**src/fbr_pkg.sv**
```systemverilog
package fbr_pkg;

    localparam int DATA_W     = 16;
    localparam int ADDR_W     = 16;
    localparam int FIFO_DEPTH = 4;
    localparam int LVL_W      = $clog2(FIFO_DEPTH) + 1;
    localparam int AXI_AW     = 8;

    // Register byte offsets
    localparam logic [AXI_AW-1:0] OFS_CFG    = 8'h00;
    localparam logic [AXI_AW-1:0] OFS_STATUS = 8'h04;

    // Configuration word
    localparam logic [15:0] CFG_RESET = 16'hbfcf;
    localparam logic [15:0] CFG_WMASK = 16'hbfcf;
    localparam int BIT_ASYNC = 15;
    localparam int BIT_HOLD  = 9;
    localparam int BIT_EARLY = 8;
    localparam int BIT_ORDER = 7;
    localparam int BIT_RISE  = 6;
    localparam int BIT_NOWRP = 3;
    localparam int BL_MSB    = 2;

    localparam logic [2:0] BL_4    = 3'h1;
    localparam logic [2:0] BL_8    = 3'h2;
    localparam logic [2:0] BL_16   = 3'h3;
    localparam logic [2:0] BL_CONT = 3'h7;

    localparam logic [ADDR_W-1:0] MASK_4    = 16'h0003;
    localparam logic [ADDR_W-1:0] MASK_8    = 16'h0007;
    localparam logic [ADDR_W-1:0] MASK_16   = 16'h000f;
    localparam logic [ADDR_W-1:0] ADDR_LAST = 16'hffff;

    // Status word
    localparam int ST_ACTIVE  = 0;
    localparam int ST_WAIT    = 1;
    localparam int ST_CNT_LSB = 8;

    localparam logic [1:0] RESP_OKAY   = 2'h0;
    localparam logic [1:0] RESP_SLVERR = 2'h2;

    typedef struct packed {
        logic       two_clock_hold_select;
        logic       early_ready_release;
        logic       no_wrap_select;
        logic [2:0] burst_length_field;
    } fbr_cfg_type;

    typedef struct packed {
        logic              clk;
        logic              chip_sel_n;
        logic              out_en_n;
        logic              adv_n;
        logic [ADDR_W-1:0] addr;
    } fbr_pins_type;

endpackage

```
**src/fbr_burst_read.sv**
```systemverilog
// Function
// With two-clock hold set, each burst word stays on the data lines for two active edges.
// With two-clock hold clear, a new burst word is launched on every active edge.
// The host picks one-clock hold only when output delay plus its setup fits one period.
// With early release set, wait drops one data cycle before the data cycle holding valid data.
// With early release clear, wait drops in the same data cycle as the valid data.
// Only linear burst order exists and the host keeps the order bit at linear.
// The clock-edge bit selects the rising (default) or falling edge as the active edge.
// The active edge starts a burst, launches each word and changes the wait indicator.
// Without wrap, a fixed burst counts straight up across aligned boundaries.
// With wrap, a fixed burst counts modulo its length inside its aligned block.
// The length field selects 4, 8, 16 words or continuous for every array burst.
// A continuous burst always counts up and never wraps.
// A continuous burst keeps delivering words until the last address of the space.
// The host never combines latency code 2 with two-clock hold and early release.
// While output data is not yet valid wait stays asserted, and it drops once data is valid.
// The two-clock hold select sits in bit 9 of the configuration word.
//
// The register addresses and the AXI4-Lite slave port are this design's own decisions.

////////////////////////////////////////////////////////////////////////////////
module fbr_fifo #(
    parameter int WIDTH = 16,
    parameter int DEPTH = 4
) (
    input  wire logic                       clk,
    input  wire logic                       rst_n,
    input  wire logic                       flush,
    input  wire logic                       in_valid,
    input  wire logic [WIDTH-1:0]           in_data,
    output logic                            in_ready,
    output logic                            out_valid,
    output logic [WIDTH-1:0]                out_data,
    input  wire logic                       out_ready,
    output logic [$clog2(DEPTH):0]          level
);
    localparam int PW = $clog2(DEPTH);

    logic [WIDTH-1:0] mem_ff [DEPTH];
    logic [PW-1:0]    wr_ptr_ff;
    logic [PW-1:0]    rd_ptr_ff;
    logic [PW:0]      count_ff;
    logic [PW:0]      nxt_count;
    logic             ready_ff;
    logic             push;
    logic             pop;

    assign push      = in_valid && ready_ff;
    assign pop       = out_valid && out_ready;
    assign nxt_count = count_ff + (PW+1)'(push) - (PW+1)'(pop);
    assign in_ready  = ready_ff;
    assign out_valid = count_ff != '0;
    assign out_data  = mem_ff[rd_ptr_ff];
    assign level     = count_ff;

    always_ff @(posedge clk) begin
        if (push) begin
            mem_ff[wr_ptr_ff] <= in_data;
        end
    end

    always_ff @(posedge clk) begin
        if (!rst_n || flush) begin
            wr_ptr_ff <= '0;
            rd_ptr_ff <= '0;
            count_ff  <= '0;
            ready_ff  <= 1'b1;
        end else begin
            wr_ptr_ff <= wr_ptr_ff + PW'(push);
            rd_ptr_ff <= rd_ptr_ff + PW'(pop);
            count_ff  <= nxt_count;
            ready_ff  <= nxt_count < (PW+1)'(DEPTH);
        end
    end
endmodule

////////////////////////////////////////////////////////////////////////////////
module fbr_burst_read
    import fbr_pkg::*;
(
    input  wire logic                aclk,
    input  wire logic                aresetn,
    input  wire logic [AXI_AW-1:0]   s_axi_awaddr,
    input  wire logic                s_axi_awvalid,
    output logic                     s_axi_awready,
    input  wire logic [31:0]         s_axi_wdata,
    input  wire logic [3:0]          s_axi_wstrb,
    input  wire logic                s_axi_wvalid,
    output logic                     s_axi_wready,
    output logic [1:0]               s_axi_bresp,
    output logic                     s_axi_bvalid,
    input  wire logic                s_axi_bready,
    input  wire logic [AXI_AW-1:0]   s_axi_araddr,
    input  wire logic                s_axi_arvalid,
    output logic                     s_axi_arready,
    output logic [31:0]              s_axi_rdata,
    output logic [1:0]               s_axi_rresp,
    output logic                     s_axi_rvalid,
    input  wire logic                s_axi_rready,
    input  wire logic                flash_clk,
    input  wire logic                flash_ce_n,
    input  wire logic                flash_oe_n,
    input  wire logic                flash_adv_n,
    input  wire logic [ADDR_W-1:0]   flash_addr,
    output logic [DATA_W-1:0]        dq_out,
    output logic                     dq_oe,
    output logic                     ready_wait,
    output logic                     ready_wait_oe,
    output logic [ADDR_W-1:0]        array_addr,
    output logic                     array_addr_valid,
    input  wire logic                array_addr_ready,
    input  wire logic [DATA_W-1:0]   array_data,
    input  wire logic                array_data_valid,
    output logic                     array_data_ready
);
    fbr_pins_type      pin_s1_ff;
    fbr_pins_type      pin_s2_ff;
    fbr_pins_type      pin_s3_ff;
    fbr_pins_type      pins_in;
    fbr_cfg_type       burst_cfg_ff;
    logic [15:0]       burst_read_config_ff;
    logic              awready_ff;
    logic              wready_ff;
    logic              bvalid_ff;
    logic [1:0]        bresp_ff;
    logic              arready_ff;
    logic              rvalid_ff;
    logic [1:0]        rresp_ff;
    logic [31:0]       rdata_ff;
    logic              burst_ff;
    logic              adv_arm_ff;
    logic              phase_ff;
    logic [ADDR_W-1:0] start_addr_ff;
    logic [ADDR_W-1:0] idx_ff;
    logic [ADDR_W-1:0] sent_ff;
    logic [ADDR_W-1:0] addr_ff;
    logic              addr_valid_ff;
    logic [DATA_W-1:0] dq_ff;
    logic              dq_oe_ff;
    logic              wait_ff;
    logic              wait_oe_ff;
    logic              active_edge;
    logic              selected;
    logic              start;
    logic              boundary;
    logic              pop;
    logic              cont;
    logic              fixed_done;
    logic              addr_take;
    logic              wr_go;
    logic              rd_go;
    logic [ADDR_W-1:0] mask;
    logic [ADDR_W-1:0] lin_addr;
    logic [ADDR_W-1:0] seq_addr;
    logic              fifo_valid;
    logic [DATA_W-1:0] fifo_data;
    logic [LVL_W-1:0]  fifo_level;

    ////////////////////////////////////////////////////////////////////////////
    // Pin synchronisers
    assign pins_in = '{flash_clk, flash_ce_n, flash_oe_n, flash_adv_n,
                       flash_addr};

    always_ff @(posedge aclk) begin
        pin_s1_ff <= pins_in;
        pin_s2_ff <= pin_s1_ff;
        pin_s3_ff <= pin_s2_ff;
    end

    assign active_edge = burst_read_config_ff[BIT_RISE] ?
        (pin_s2_ff.clk && !pin_s3_ff.clk) : (!pin_s2_ff.clk && pin_s3_ff.clk);
    assign selected = !pin_s2_ff.chip_sel_n
        && !burst_read_config_ff[BIT_ASYNC];
    assign start    = active_edge && selected && !pin_s2_ff.adv_n
        && (!burst_ff || adv_arm_ff);

    ////////////////////////////////////////////////////////////////////////////
    // Register bus
    assign wr_go = s_axi_awvalid && s_axi_wvalid && !awready_ff && !bvalid_ff;
    assign rd_go = s_axi_arvalid && !arready_ff && !rvalid_ff;

    always_ff @(posedge aclk) begin
        if (!aresetn) begin
            awready_ff <= 1'b0;
            wready_ff  <= 1'b0;
            bvalid_ff  <= 1'b0;
            bresp_ff   <= RESP_OKAY;
        end else begin
            awready_ff <= wr_go;
            wready_ff  <= wr_go;
            if (awready_ff) begin
                bvalid_ff <= 1'b1;
                bresp_ff  <= (s_axi_awaddr[AXI_AW-1:2] == OFS_CFG[AXI_AW-1:2]
                    || s_axi_awaddr[AXI_AW-1:2] == OFS_STATUS[AXI_AW-1:2])
                    ? RESP_OKAY : RESP_SLVERR;
            end else if (s_axi_bready) begin
                bvalid_ff <= 1'b0;
            end
        end
    end

    always_ff @(posedge aclk) begin
        if (!aresetn) begin
            burst_read_config_ff <= CFG_RESET;
        end else if (awready_ff
                     && s_axi_awaddr[AXI_AW-1:2] == OFS_CFG[AXI_AW-1:2]) begin
            for (int b = 0; b < 2; b++) begin
                if (s_axi_wstrb[b]) begin
                    burst_read_config_ff[b*8 +: 8] <=
                        s_axi_wdata[b*8 +: 8] & CFG_WMASK[b*8 +: 8];
                end
            end
        end
    end

    always_ff @(posedge aclk) begin
        if (!aresetn) begin
            arready_ff <= 1'b0;
            rvalid_ff  <= 1'b0;
            rresp_ff   <= RESP_OKAY;
            rdata_ff   <= '0;
        end else begin
            arready_ff <= rd_go;
            if (arready_ff) begin
                rvalid_ff <= 1'b1;
                rresp_ff  <= RESP_OKAY;
                rdata_ff  <= '0;
                if (s_axi_araddr[AXI_AW-1:2] == OFS_CFG[AXI_AW-1:2]) begin
                    rdata_ff[15:0] <= burst_read_config_ff;
                end else if (s_axi_araddr[AXI_AW-1:2]
                             == OFS_STATUS[AXI_AW-1:2]) begin
                    rdata_ff[ST_ACTIVE] <= burst_ff;
                    rdata_ff[ST_WAIT]   <= wait_ff;
                    rdata_ff[ST_CNT_LSB +: ADDR_W] <= sent_ff;
                end else begin
                    rresp_ff <= RESP_SLVERR;
                end
            end else if (s_axi_rready) begin
                rvalid_ff <= 1'b0;
            end
        end
    end

    ////////////////////////////////////////////////////////////////////////////
    // Burst address sequence
    always_comb begin
        unique case (burst_cfg_ff.burst_length_field)
            BL_4:    mask = MASK_4;
            BL_8:    mask = MASK_8;
            BL_16:   mask = MASK_16;
            default: mask = ADDR_LAST;
        endcase
    end

    assign cont     = burst_cfg_ff.burst_length_field != BL_4
        && burst_cfg_ff.burst_length_field != BL_8
        && burst_cfg_ff.burst_length_field != BL_16;
    assign lin_addr = start_addr_ff + idx_ff;
    // Order is always linear, the order bit only stores
    assign seq_addr = (burst_cfg_ff.no_wrap_select || cont)
        ? lin_addr
        : ((start_addr_ff & ~mask) | (lin_addr & mask));
    assign addr_take  = addr_valid_ff && array_addr_ready;
    assign fixed_done = !cont && idx_ff == mask + 16'h0001;

    always_ff @(posedge aclk) begin
        if (!aresetn) begin
            burst_ff      <= 1'b0;
            adv_arm_ff    <= 1'b1;
            burst_cfg_ff  <= '0;
            start_addr_ff <= '0;
            idx_ff        <= '0;
            addr_ff       <= '0;
            addr_valid_ff <= 1'b0;
        end else begin
            if (active_edge) begin
                adv_arm_ff <= pin_s2_ff.adv_n;
            end
            if (start) begin
                burst_ff      <= 1'b1;
                burst_cfg_ff  <= '{burst_read_config_ff[BIT_HOLD],
                                   burst_read_config_ff[BIT_EARLY],
                                   burst_read_config_ff[BIT_NOWRP],
                                   burst_read_config_ff[BL_MSB:0]};
                start_addr_ff <= pin_s2_ff.addr;
                addr_ff       <= pin_s2_ff.addr;
                addr_valid_ff <= 1'b1;
                idx_ff        <= 16'h0001;
            end else if (!selected) begin
                burst_ff      <= 1'b0;
                addr_valid_ff <= 1'b0;
            end else if (addr_take) begin
                if (fixed_done || (cont && addr_ff == ADDR_LAST)) begin
                    addr_valid_ff <= 1'b0;
                end else begin
                    addr_ff <= seq_addr;
                    idx_ff  <= idx_ff + 16'h0001;
                end
            end
        end
    end

    ////////////////////////////////////////////////////////////////////////////
    // Word buffer
    fbr_fifo #(
        .WIDTH (DATA_W),
        .DEPTH (FIFO_DEPTH)
    ) u_fifo (
        .clk       (aclk),
        .rst_n     (aresetn),
        .flush     (start || !selected),
        .in_valid  (array_data_valid),
        .in_data   (array_data),
        .in_ready  (array_data_ready),
        .out_valid (fifo_valid),
        .out_data  (fifo_data),
        .out_ready (pop),
        .level     (fifo_level)
    );

    ////////////////////////////////////////////////////////////////////////////
    // Output data cycles and wait
    assign boundary = active_edge && burst_ff && !start && selected
        && (!burst_cfg_ff.two_clock_hold_select || phase_ff);
    assign pop = boundary && fifo_valid && !pin_s2_ff.out_en_n
        && (cont || sent_ff != mask + 16'h0001)
        && (!burst_cfg_ff.early_ready_release || !wait_ff);

    always_ff @(posedge aclk) begin
        if (!aresetn) begin
            phase_ff <= 1'b0;
            sent_ff  <= '0;
            dq_ff    <= '0;
            wait_ff  <= 1'b0;
        end else if (start) begin
            phase_ff <= 1'b0;
            sent_ff  <= '0;
            wait_ff  <= 1'b1;
        end else if (!burst_ff || !selected) begin
            wait_ff  <= 1'b0;
        end else if (boundary || active_edge) begin
            phase_ff <= !phase_ff;
            if (pop) begin
                dq_ff   <= fifo_data;
                sent_ff <= sent_ff + 16'h0001;
            end
            if (boundary) begin
                if (!cont && sent_ff == mask + 16'h0001) begin
                    wait_ff <= 1'b0;
                end else if (burst_cfg_ff.early_ready_release) begin
                    wait_ff <= fifo_level == LVL_W'(pop);
                end else begin
                    wait_ff <= !pop;
                end
            end
        end
    end

    always_ff @(posedge aclk) begin
        if (!aresetn) begin
            dq_oe_ff   <= 1'b0;
            wait_oe_ff <= 1'b0;
        end else begin
            dq_oe_ff   <= selected && !pin_s2_ff.out_en_n;
            wait_oe_ff <= !pin_s2_ff.chip_sel_n && !pin_s2_ff.out_en_n;
        end
    end

    assign s_axi_awready    = awready_ff;
    assign s_axi_wready     = wready_ff;
    assign s_axi_bvalid     = bvalid_ff;
    assign s_axi_bresp      = bresp_ff;
    assign s_axi_arready    = arready_ff;
    assign s_axi_rvalid     = rvalid_ff;
    assign s_axi_rresp      = rresp_ff;
    assign s_axi_rdata      = rdata_ff;
    assign dq_out           = dq_ff;
    assign dq_oe            = dq_oe_ff;
    assign ready_wait       = wait_ff;
    assign ready_wait_oe    = wait_oe_ff;
    assign array_addr       = addr_ff;
    assign array_addr_valid = addr_valid_ff;
endmodule

```
**config.mk**
```make
export PLATFORM = sky130hd
export DESIGN_NAME = fbr_burst_read
export DESIGN_NICKNAME = d
export VERILOG_FILES = /design/src/fbr_pkg.sv /design/src/fbr_burst_read.sv
export SDC_FILE = /design/constraint.sdc
export NUM_CORES = 1
export LEC_CHECK = 0
export BUFFER_PORTS_ARGS = -buffer_cell sky130_fd_sc_hd__buf_2
export CAP_MARGIN = 20
export CORE_MARGIN = 3
export CORE_UTILIZATION = 45
export CTS_CLUSTER_DIAMETER = 50
export DETAILED_ROUTE_END_ITERATION = 6
export HOLD_SLACK_MARGIN = 0.02
export PLACE_DENSITY = 0.66
export SLEW_MARGIN = 20
export SYNTH_ARGS = -nofsm -noshare
export SYNTH_HDL_FRONTEND = slang
export SYNTH_SLANG_ARGS = --single-unit
```
**constraint.sdc**
```tcl
create_clock -name aclk -period 8.5 [get_ports aclk]
set_input_delay 2.125 -clock aclk [delete_from_list [all_inputs] [get_ports aclk]]
set_output_delay 2.125 -clock aclk [all_outputs]
set_load 0.05 [all_outputs]
```
==> results of run 1 <==
## cell families (layout without fill, tap and decap cells)
| logic type | Yosys count | in the layout | share of synthesized area, % |
|---|---|---|---|
| simple gates | 293 | 293 | 14.5 |
| flops | 247 | 247 | 54.6 |
| compound gates | 162 | 162 | 11.2 |
| buf+inv | 95 | 232 | 4.59 |
| mux | 65 | 65 | 8.34 |
| xor+xnor | 44 | 44 | 3.77 |
| fa+ha+maj | 23 | 23 | 2.96 |
| other cells | 1 | 14 | 0.0366 |
## area by class of cell
class	count	share of cell area, %
Sequential cell	247	46.8
Clock inverter	16	1.02
Timing Repair Buffer	144	6.18
Antenna cell	2	0.0419
Tap cell	280	2.93
Inverter	36	1.13
Clock buffer	36	6.37
Multi-Input combinational cell	599	35.5
## worst min path at each step
stage / from / to / slack [ns] / cells past startpoint
floorplan: pin_s1_ff[0] / pin_s2_ff[0] / 0.31 / 0
global placement: pin_s1_ff[13] / pin_s2_ff[13] / 0.31 / 0
detailed placement: pin_s1_ff[14] / pin_s2_ff[14] / 0.31 / 0
CTS: pin_s1_ff[19] / pin_s2_ff[19] / 0.33 / 0
global route: pin_s1_ff[18] / pin_s2_ff[18] / 0.33 / 0
finish: pin_s1_ff[11] / pin_s2_ff[11] / 0.33 / 0
## flip-flops by register name (all words and copies together) (netlist names), 3 cells and up
| register | count |
|---|---|
| start_addr_ff | 16 |
| array_addr | 16 |
| pin_s2_ff | 20 |
| burst_read_config_ff | 13 |
| sent_ff | 16 |
| s_axi_rdata | 22 |
| dq_out | 16 |
| idx_ff | 16 |
| u_fifo.mem_ff | 64 |
| u_fifo.level | 3 |
| pin_s1_ff | 20 |
| burst_cfg_ff | 6 |
## stage by stage
stage / instances / setup WS (ns) / total power, uW / util (%)
6_report: 1360 / 4.85 / 2430 / 54.0
5_1_grt: 1358 / 4.74 / 2520 / 54.0
4_1_cts: 1358 / 4.86 / 2460 / 54.0
3_5_place_dp: 1306 / 4.62 / 1330 / 50.0
3_3_place_gp: 1306 / 4.63 / 1330 / 50.0
2_1_floorplan: 941 / 4.45 / 1300 / -
## routing by layer
| metal | part of all wire (%) | global-route usage, % |
|---|---|---|
| met1 | 44 | 22.4 |
| met2 | 49 | 30.4 |
| met3 | 4.8 | 3.98 |
| met5 | 0.032 | 0 |
| met4 | 2.6 | 4.96 |
## power groups by stage
| stage | clock network, uW | logic [uW] | registers (uW) |
|---|---|---|---|
| after floorplan | 0 | 42.8 | 1260 |
| after global placement | 0 | 70.8 | 1250 |
| after detailed placement | 0 | 72.0 | 1260 |
| after CTS | 1160 | 72.2 | 1230 |
| after global routing | 1210 | 78.0 | 1230 |
| final | 1120 | 71.9 | 1230 |
## cell usage after synthesis (all sizes together), types with 3 or more instances
cell type  number
nand2b          4
edfxtp         64
inv            36
mux2i          47
dfxtp         183
o22ai          10
a211oi         10
nand3          23
o31ai           5
ha             21
and2           18
nor3           13
mux4           16
nand4          15
a22o           13
o21ai          29
a31oi           8
a211o           4
o21a           10
xor2           21
nor2           62
xnor2          23
clkbuf         29
nor2b          25
and3           14
buf            30
a21o            3
o211ai          3
a21boi         26
a21oi          26
nand2          92
nor4            8
==> impl_metrics.ini, run 1 <==
[grt]
overflow = 0
antenna_found_initial = 1
grt_pass1_wl_um = 35100
grt_pass1_vias = 6782
grt_use_total_pct = 17.7
grt_max_degree = 91

[flow_run]
cap_violations = 0

[power_and_ir_drop]
seq_power_share_pct = 50.7
p_int_uw = 1890
combPwrFrac_pct = 3.0
power_density_nw_per_um2 = 203
leakagePower_uw = 0.00474
clkPwrFrac_pct = 46.3
swShare_pct = 22.1
power.switching_uw = 537
ir_drop_uv = 175

[detailed_routing]
viasPerCell = 5.20
drt_wl_total_um = 22100
ant_nets = 0
wl_per_cell_um = 16.3
post-route-drc-count = 0
drtPass1Iterations = 5
dr.first_iter.drc_count = 338
vias = 7077

[sta]
fin_skew_ns = 0.0200
period_minus_slack_ns = 3.65
tns_ns = 0
timing.final.hold_violations = 0
post-route-period-util_pct = 43.0
setup_viol = 0
drv_slew = 0
fmax_mhz = 274
rsz0062_at_grt = false
relSlewSlack_pct = 37.3
worst_slew_pin_slew_ns = 0.940
whs_ns = 0.326

[die]
die_h_um = 157
fp.coreArea_sq_um = 22100
initial_core_util_pct = 46.3
ios = 175
chipWidth_um = 157
core.rowCount = 54
dieArea_sq_um = 24600

[critical_path]
cp_num_buf_inv = 1
startpoint = s_axi_arready
critPathMaxFanout = 14
rrSetupSlack_ns = 5.30
start_kind = flip-flop
crit_cells = 1
cp_slowest_stage_delay_ns = 0.63
slowest_stage = dfxtp_1
end_kind = output port
endpoint = s_axi_arready
arrival_ns = 1.53
worstPathRequired_ns = 6.38
r2r-end = u_fifo.in_ready
reg2reg_depth = 12
worstSetupPathType = reg -> out
r2r-start = burst_read_config_ff[15]
worstPathCellList = buf_2
crit_family = flip-flops

[synth]
syn_avg_cell_area_sq_um = 11.0
async_flop_share_pct = 0
synth_enable_flop_cells = 64
ys_ff_latch = 247
synth_ff_type = dfxtp_1
yosys-top-cells-area = dfxtp_1 36%, edfxtp_1 19%, mux2i_1 4.6%, mux4_2 3.5%, nand2_1 3.4%
synth.distinct_cells = 77
netlist.area_leader.share_pct = 35.8
yosys_warnings = 0
synthCells = 930
seq_area_frac_synth_pct = 54.6
netlist_area_sq_um = 10200
synth_area_leader_cell = dfxtp_1

[clock_network]
clkLatencyLatePin_ns = 0.55
cts.repair.resized = 0
cts_buffers = 28
cts_root_buf = clkbuf_16
clk_path_buf_depth = 3
clkTransAtPathRegs_ns = 0.06
cts_sinks = 247
htree_levels = 1
cts_setup_buffers = 0
postCtsHoldBufs = 0
cts_tree = built

[final_layout]
finalInstanceArea_sq_um = 11900
final_common_cell = dfxtp_1
final_cell_mix = 183 x dfxtp_1, 137 x buf_2, 91 x nand2_1
area_growth_pct = 16.7
seq_area_sq_um = 5590
multiInputGateArea_sq_um = 4240
fillerInstances = 1916
final_nets = 1176
drive_gt1_share_pct = 21.2

[placement]
port_buffers = 137
gp_congestion = 0.859
dp_hpwl_um = 15200
placed_area_sq_um = 11000

[status]
status = finished, final reports clean

[worst_hold_path]
hp-class = reg -> reg
No activity file was read; power rests on OpenSTA's default activity.
==> run 2: changes to the inputs <==
PLACE_DENSITY = 0.69   (was 0.66)
clock period = 3.2 ns   (was 8.5 ns; I/O delays follow)
==> impl_metrics.ini, run 2 (synthesized netlist as in run 1, its figures left out) <==
[detailed_routing]
dr.first_iter.drc_count = 300
vias = 7196
ant_nets = 0
viasPerCell = 5.24
wl_per_cell_um = 16.0
drtPass1Iterations = 4
post-route-drc-count = 0
drt_wl_total_um = 22000

[sta]
setup_viol = 0
rsz0062_at_grt = false
drv_slew = 0
worst_slew_pin_slew_ns = 0.864
tns_ns = 0
layout_setup_ws_ns = 0.299
post-route-period-util_pct = 90.6
period_minus_slack_ns = 2.90
relSlewSlack_pct = 42.3
fmax_mhz = 345
timing.final.hold_violations = 0
fin_skew_ns = 0.0202

[grt]
grt_use_total_pct = 18.0
overflow = 0
grt_max_degree = 66
grt_pass1_vias = 7208
grt_pass1_wl_um = 36300
antenna_found_initial = 1

[die]
initial_core_util_pct = 46.3
ios = 175
die_h_um = 157
dieArea_sq_um = 24600
core.rowCount = 54
chipWidth_um = 157
fp.coreArea_sq_um = 22100

[clock_network]
cts_root_buf = clkbuf_16
clkTransAtPathRegs_ns = 0.06
clk_path_buf_depth = 3
cts_buffers = 28
cts_tree = built
cts.repair.resized = 0
htree_levels = 1
clkLatencyLatePin_ns = 0.53
cts_setup_buffers = 0
postCtsHoldBufs = 0
cts_sinks = 247

[power_and_ir_drop]
ir_drop_uv = 406
power_density_nw_per_um2 = 547
combPwrFrac_pct = 3.0
power.switching_uw = 1400
p_int_uw = 5230
leakagePower_uw = 0.00483
seq_power_share_pct = 49.3
clkPwrFrac_pct = 47.7
swShare_pct = 21.1

[final_layout]
regMostFlops = u_fifo.mem_ff
finalInstanceArea_sq_um = 12100
final_cell_mix = 183 x dfxtp_1, 137 x buf_2, 92 x nand2_1
largest_reg_flops = 64
final_nets = 1190
final_common_cell = dfxtp_1
area_growth_pct = 18.3
drive_gt1_share_pct = 21.7
fillerInstances = 1892

[placement]
dp_hpwl_um = 15500
pre_cts_ws_ns = 0.279
port_buffers = 137
gp_congestion = 0.889
placed_area_sq_um = 11200

[critical_path]
arrival_ns = 3.34
critPathMaxFanout = 6
end_kind = flip-flop
worstPathRequired_ns = 3.64
start_kind = flip-flop
worstSetupPathType = reg -> reg

[status]
status = finished, final reports clean

[flow_run]
cap_violations = 0

[worst_hold_path]
hp-class = reg -> reg
==> run 2: area by class of cell <==
class | count | area (sq um) | area share, %
inverters | 36 | 135 | 1.12
well taps | 280 | 350 | 2.89
multi-input cells | 599 | 4230 | 35.0
clock inverters | 9 | 101 | 0.837
repair buffers | 158 | 856 | 7.07
clock buffers | 43 | 842 | 6.96
diodes | 1 | 2.50 | 0.0207
flip-flops and latches | 247 | 5590 | 46.1
==> run 2: metrics by stage <==
step | util, % | hold slack, ns | cells | power, uW
floorplan | - | 0.310 | 941 | 3460
global placement | 50.5 | 0.310 | 1320 | 3530
detailed placement | 50.5 | 0.312 | 1320 | 3530
CTS | 54.8 | 0.326 | 1372 | 6700
global route | 54.8 | 0.332 | 1373 | 6840
finish | 54.8 | 0.325 | 1373 | 6620
==> run 2: final timing paths <==
kind                 start               to  slack [ns]  depth (start not counted)
max             sent_ff[0]  u_fifo.in_ready        0.30                         14
max reg2reg     sent_ff[0]  u_fifo.in_ready        0.30                         14
min reg2reg  pin_s1_ff[19]    pin_s2_ff[19]        0.33                          0
min          pin_s1_ff[19]    pin_s2_ff[19]        0.33                          0
==> run 2: power groups by stage <==
| stage | Sequential (uW) | Combinational (uW) | Clock [uW] |
|---|---|---|---|
| after detailed placement | 3330 | 200 | 0 |
| after global routing | 3270 | 217 | 3360 |
| after floorplan | 3350 | 114 | 0 |
| after CTS | 3270 | 201 | 3230 |
| after global placement | 3330 | 197 | 0 |
| final | 3270 | 199 | 3160 |
==> run 2: worst max-delay path: stages, from the launching register on <==
cell       delay [ns]
dfxtp_1          0.37
inv_1            0.08
ha_1             0.14
nor4b_1          0.26
o2111ai_1        0.18
a211oi_2         0.36
nor4bb_4         0.12
xor2_1           0.16
ha_1             0.16
inv_1            0.05
fa_1             0.38
xnor2_1          0.18
xnor2_1          0.14
and3_1           0.18
inv_1            0.04
==> run 2: layer usage <==
metal  vias to the layer above  GRT usage (%)  share of wire, %
met5                         -              0                 0
met4                         0           5.21               2.3
met3                        38           2.68               4.3
met2                       148           31.1                50
met1                      3440           23.6                44
li1                       3570              -                 -
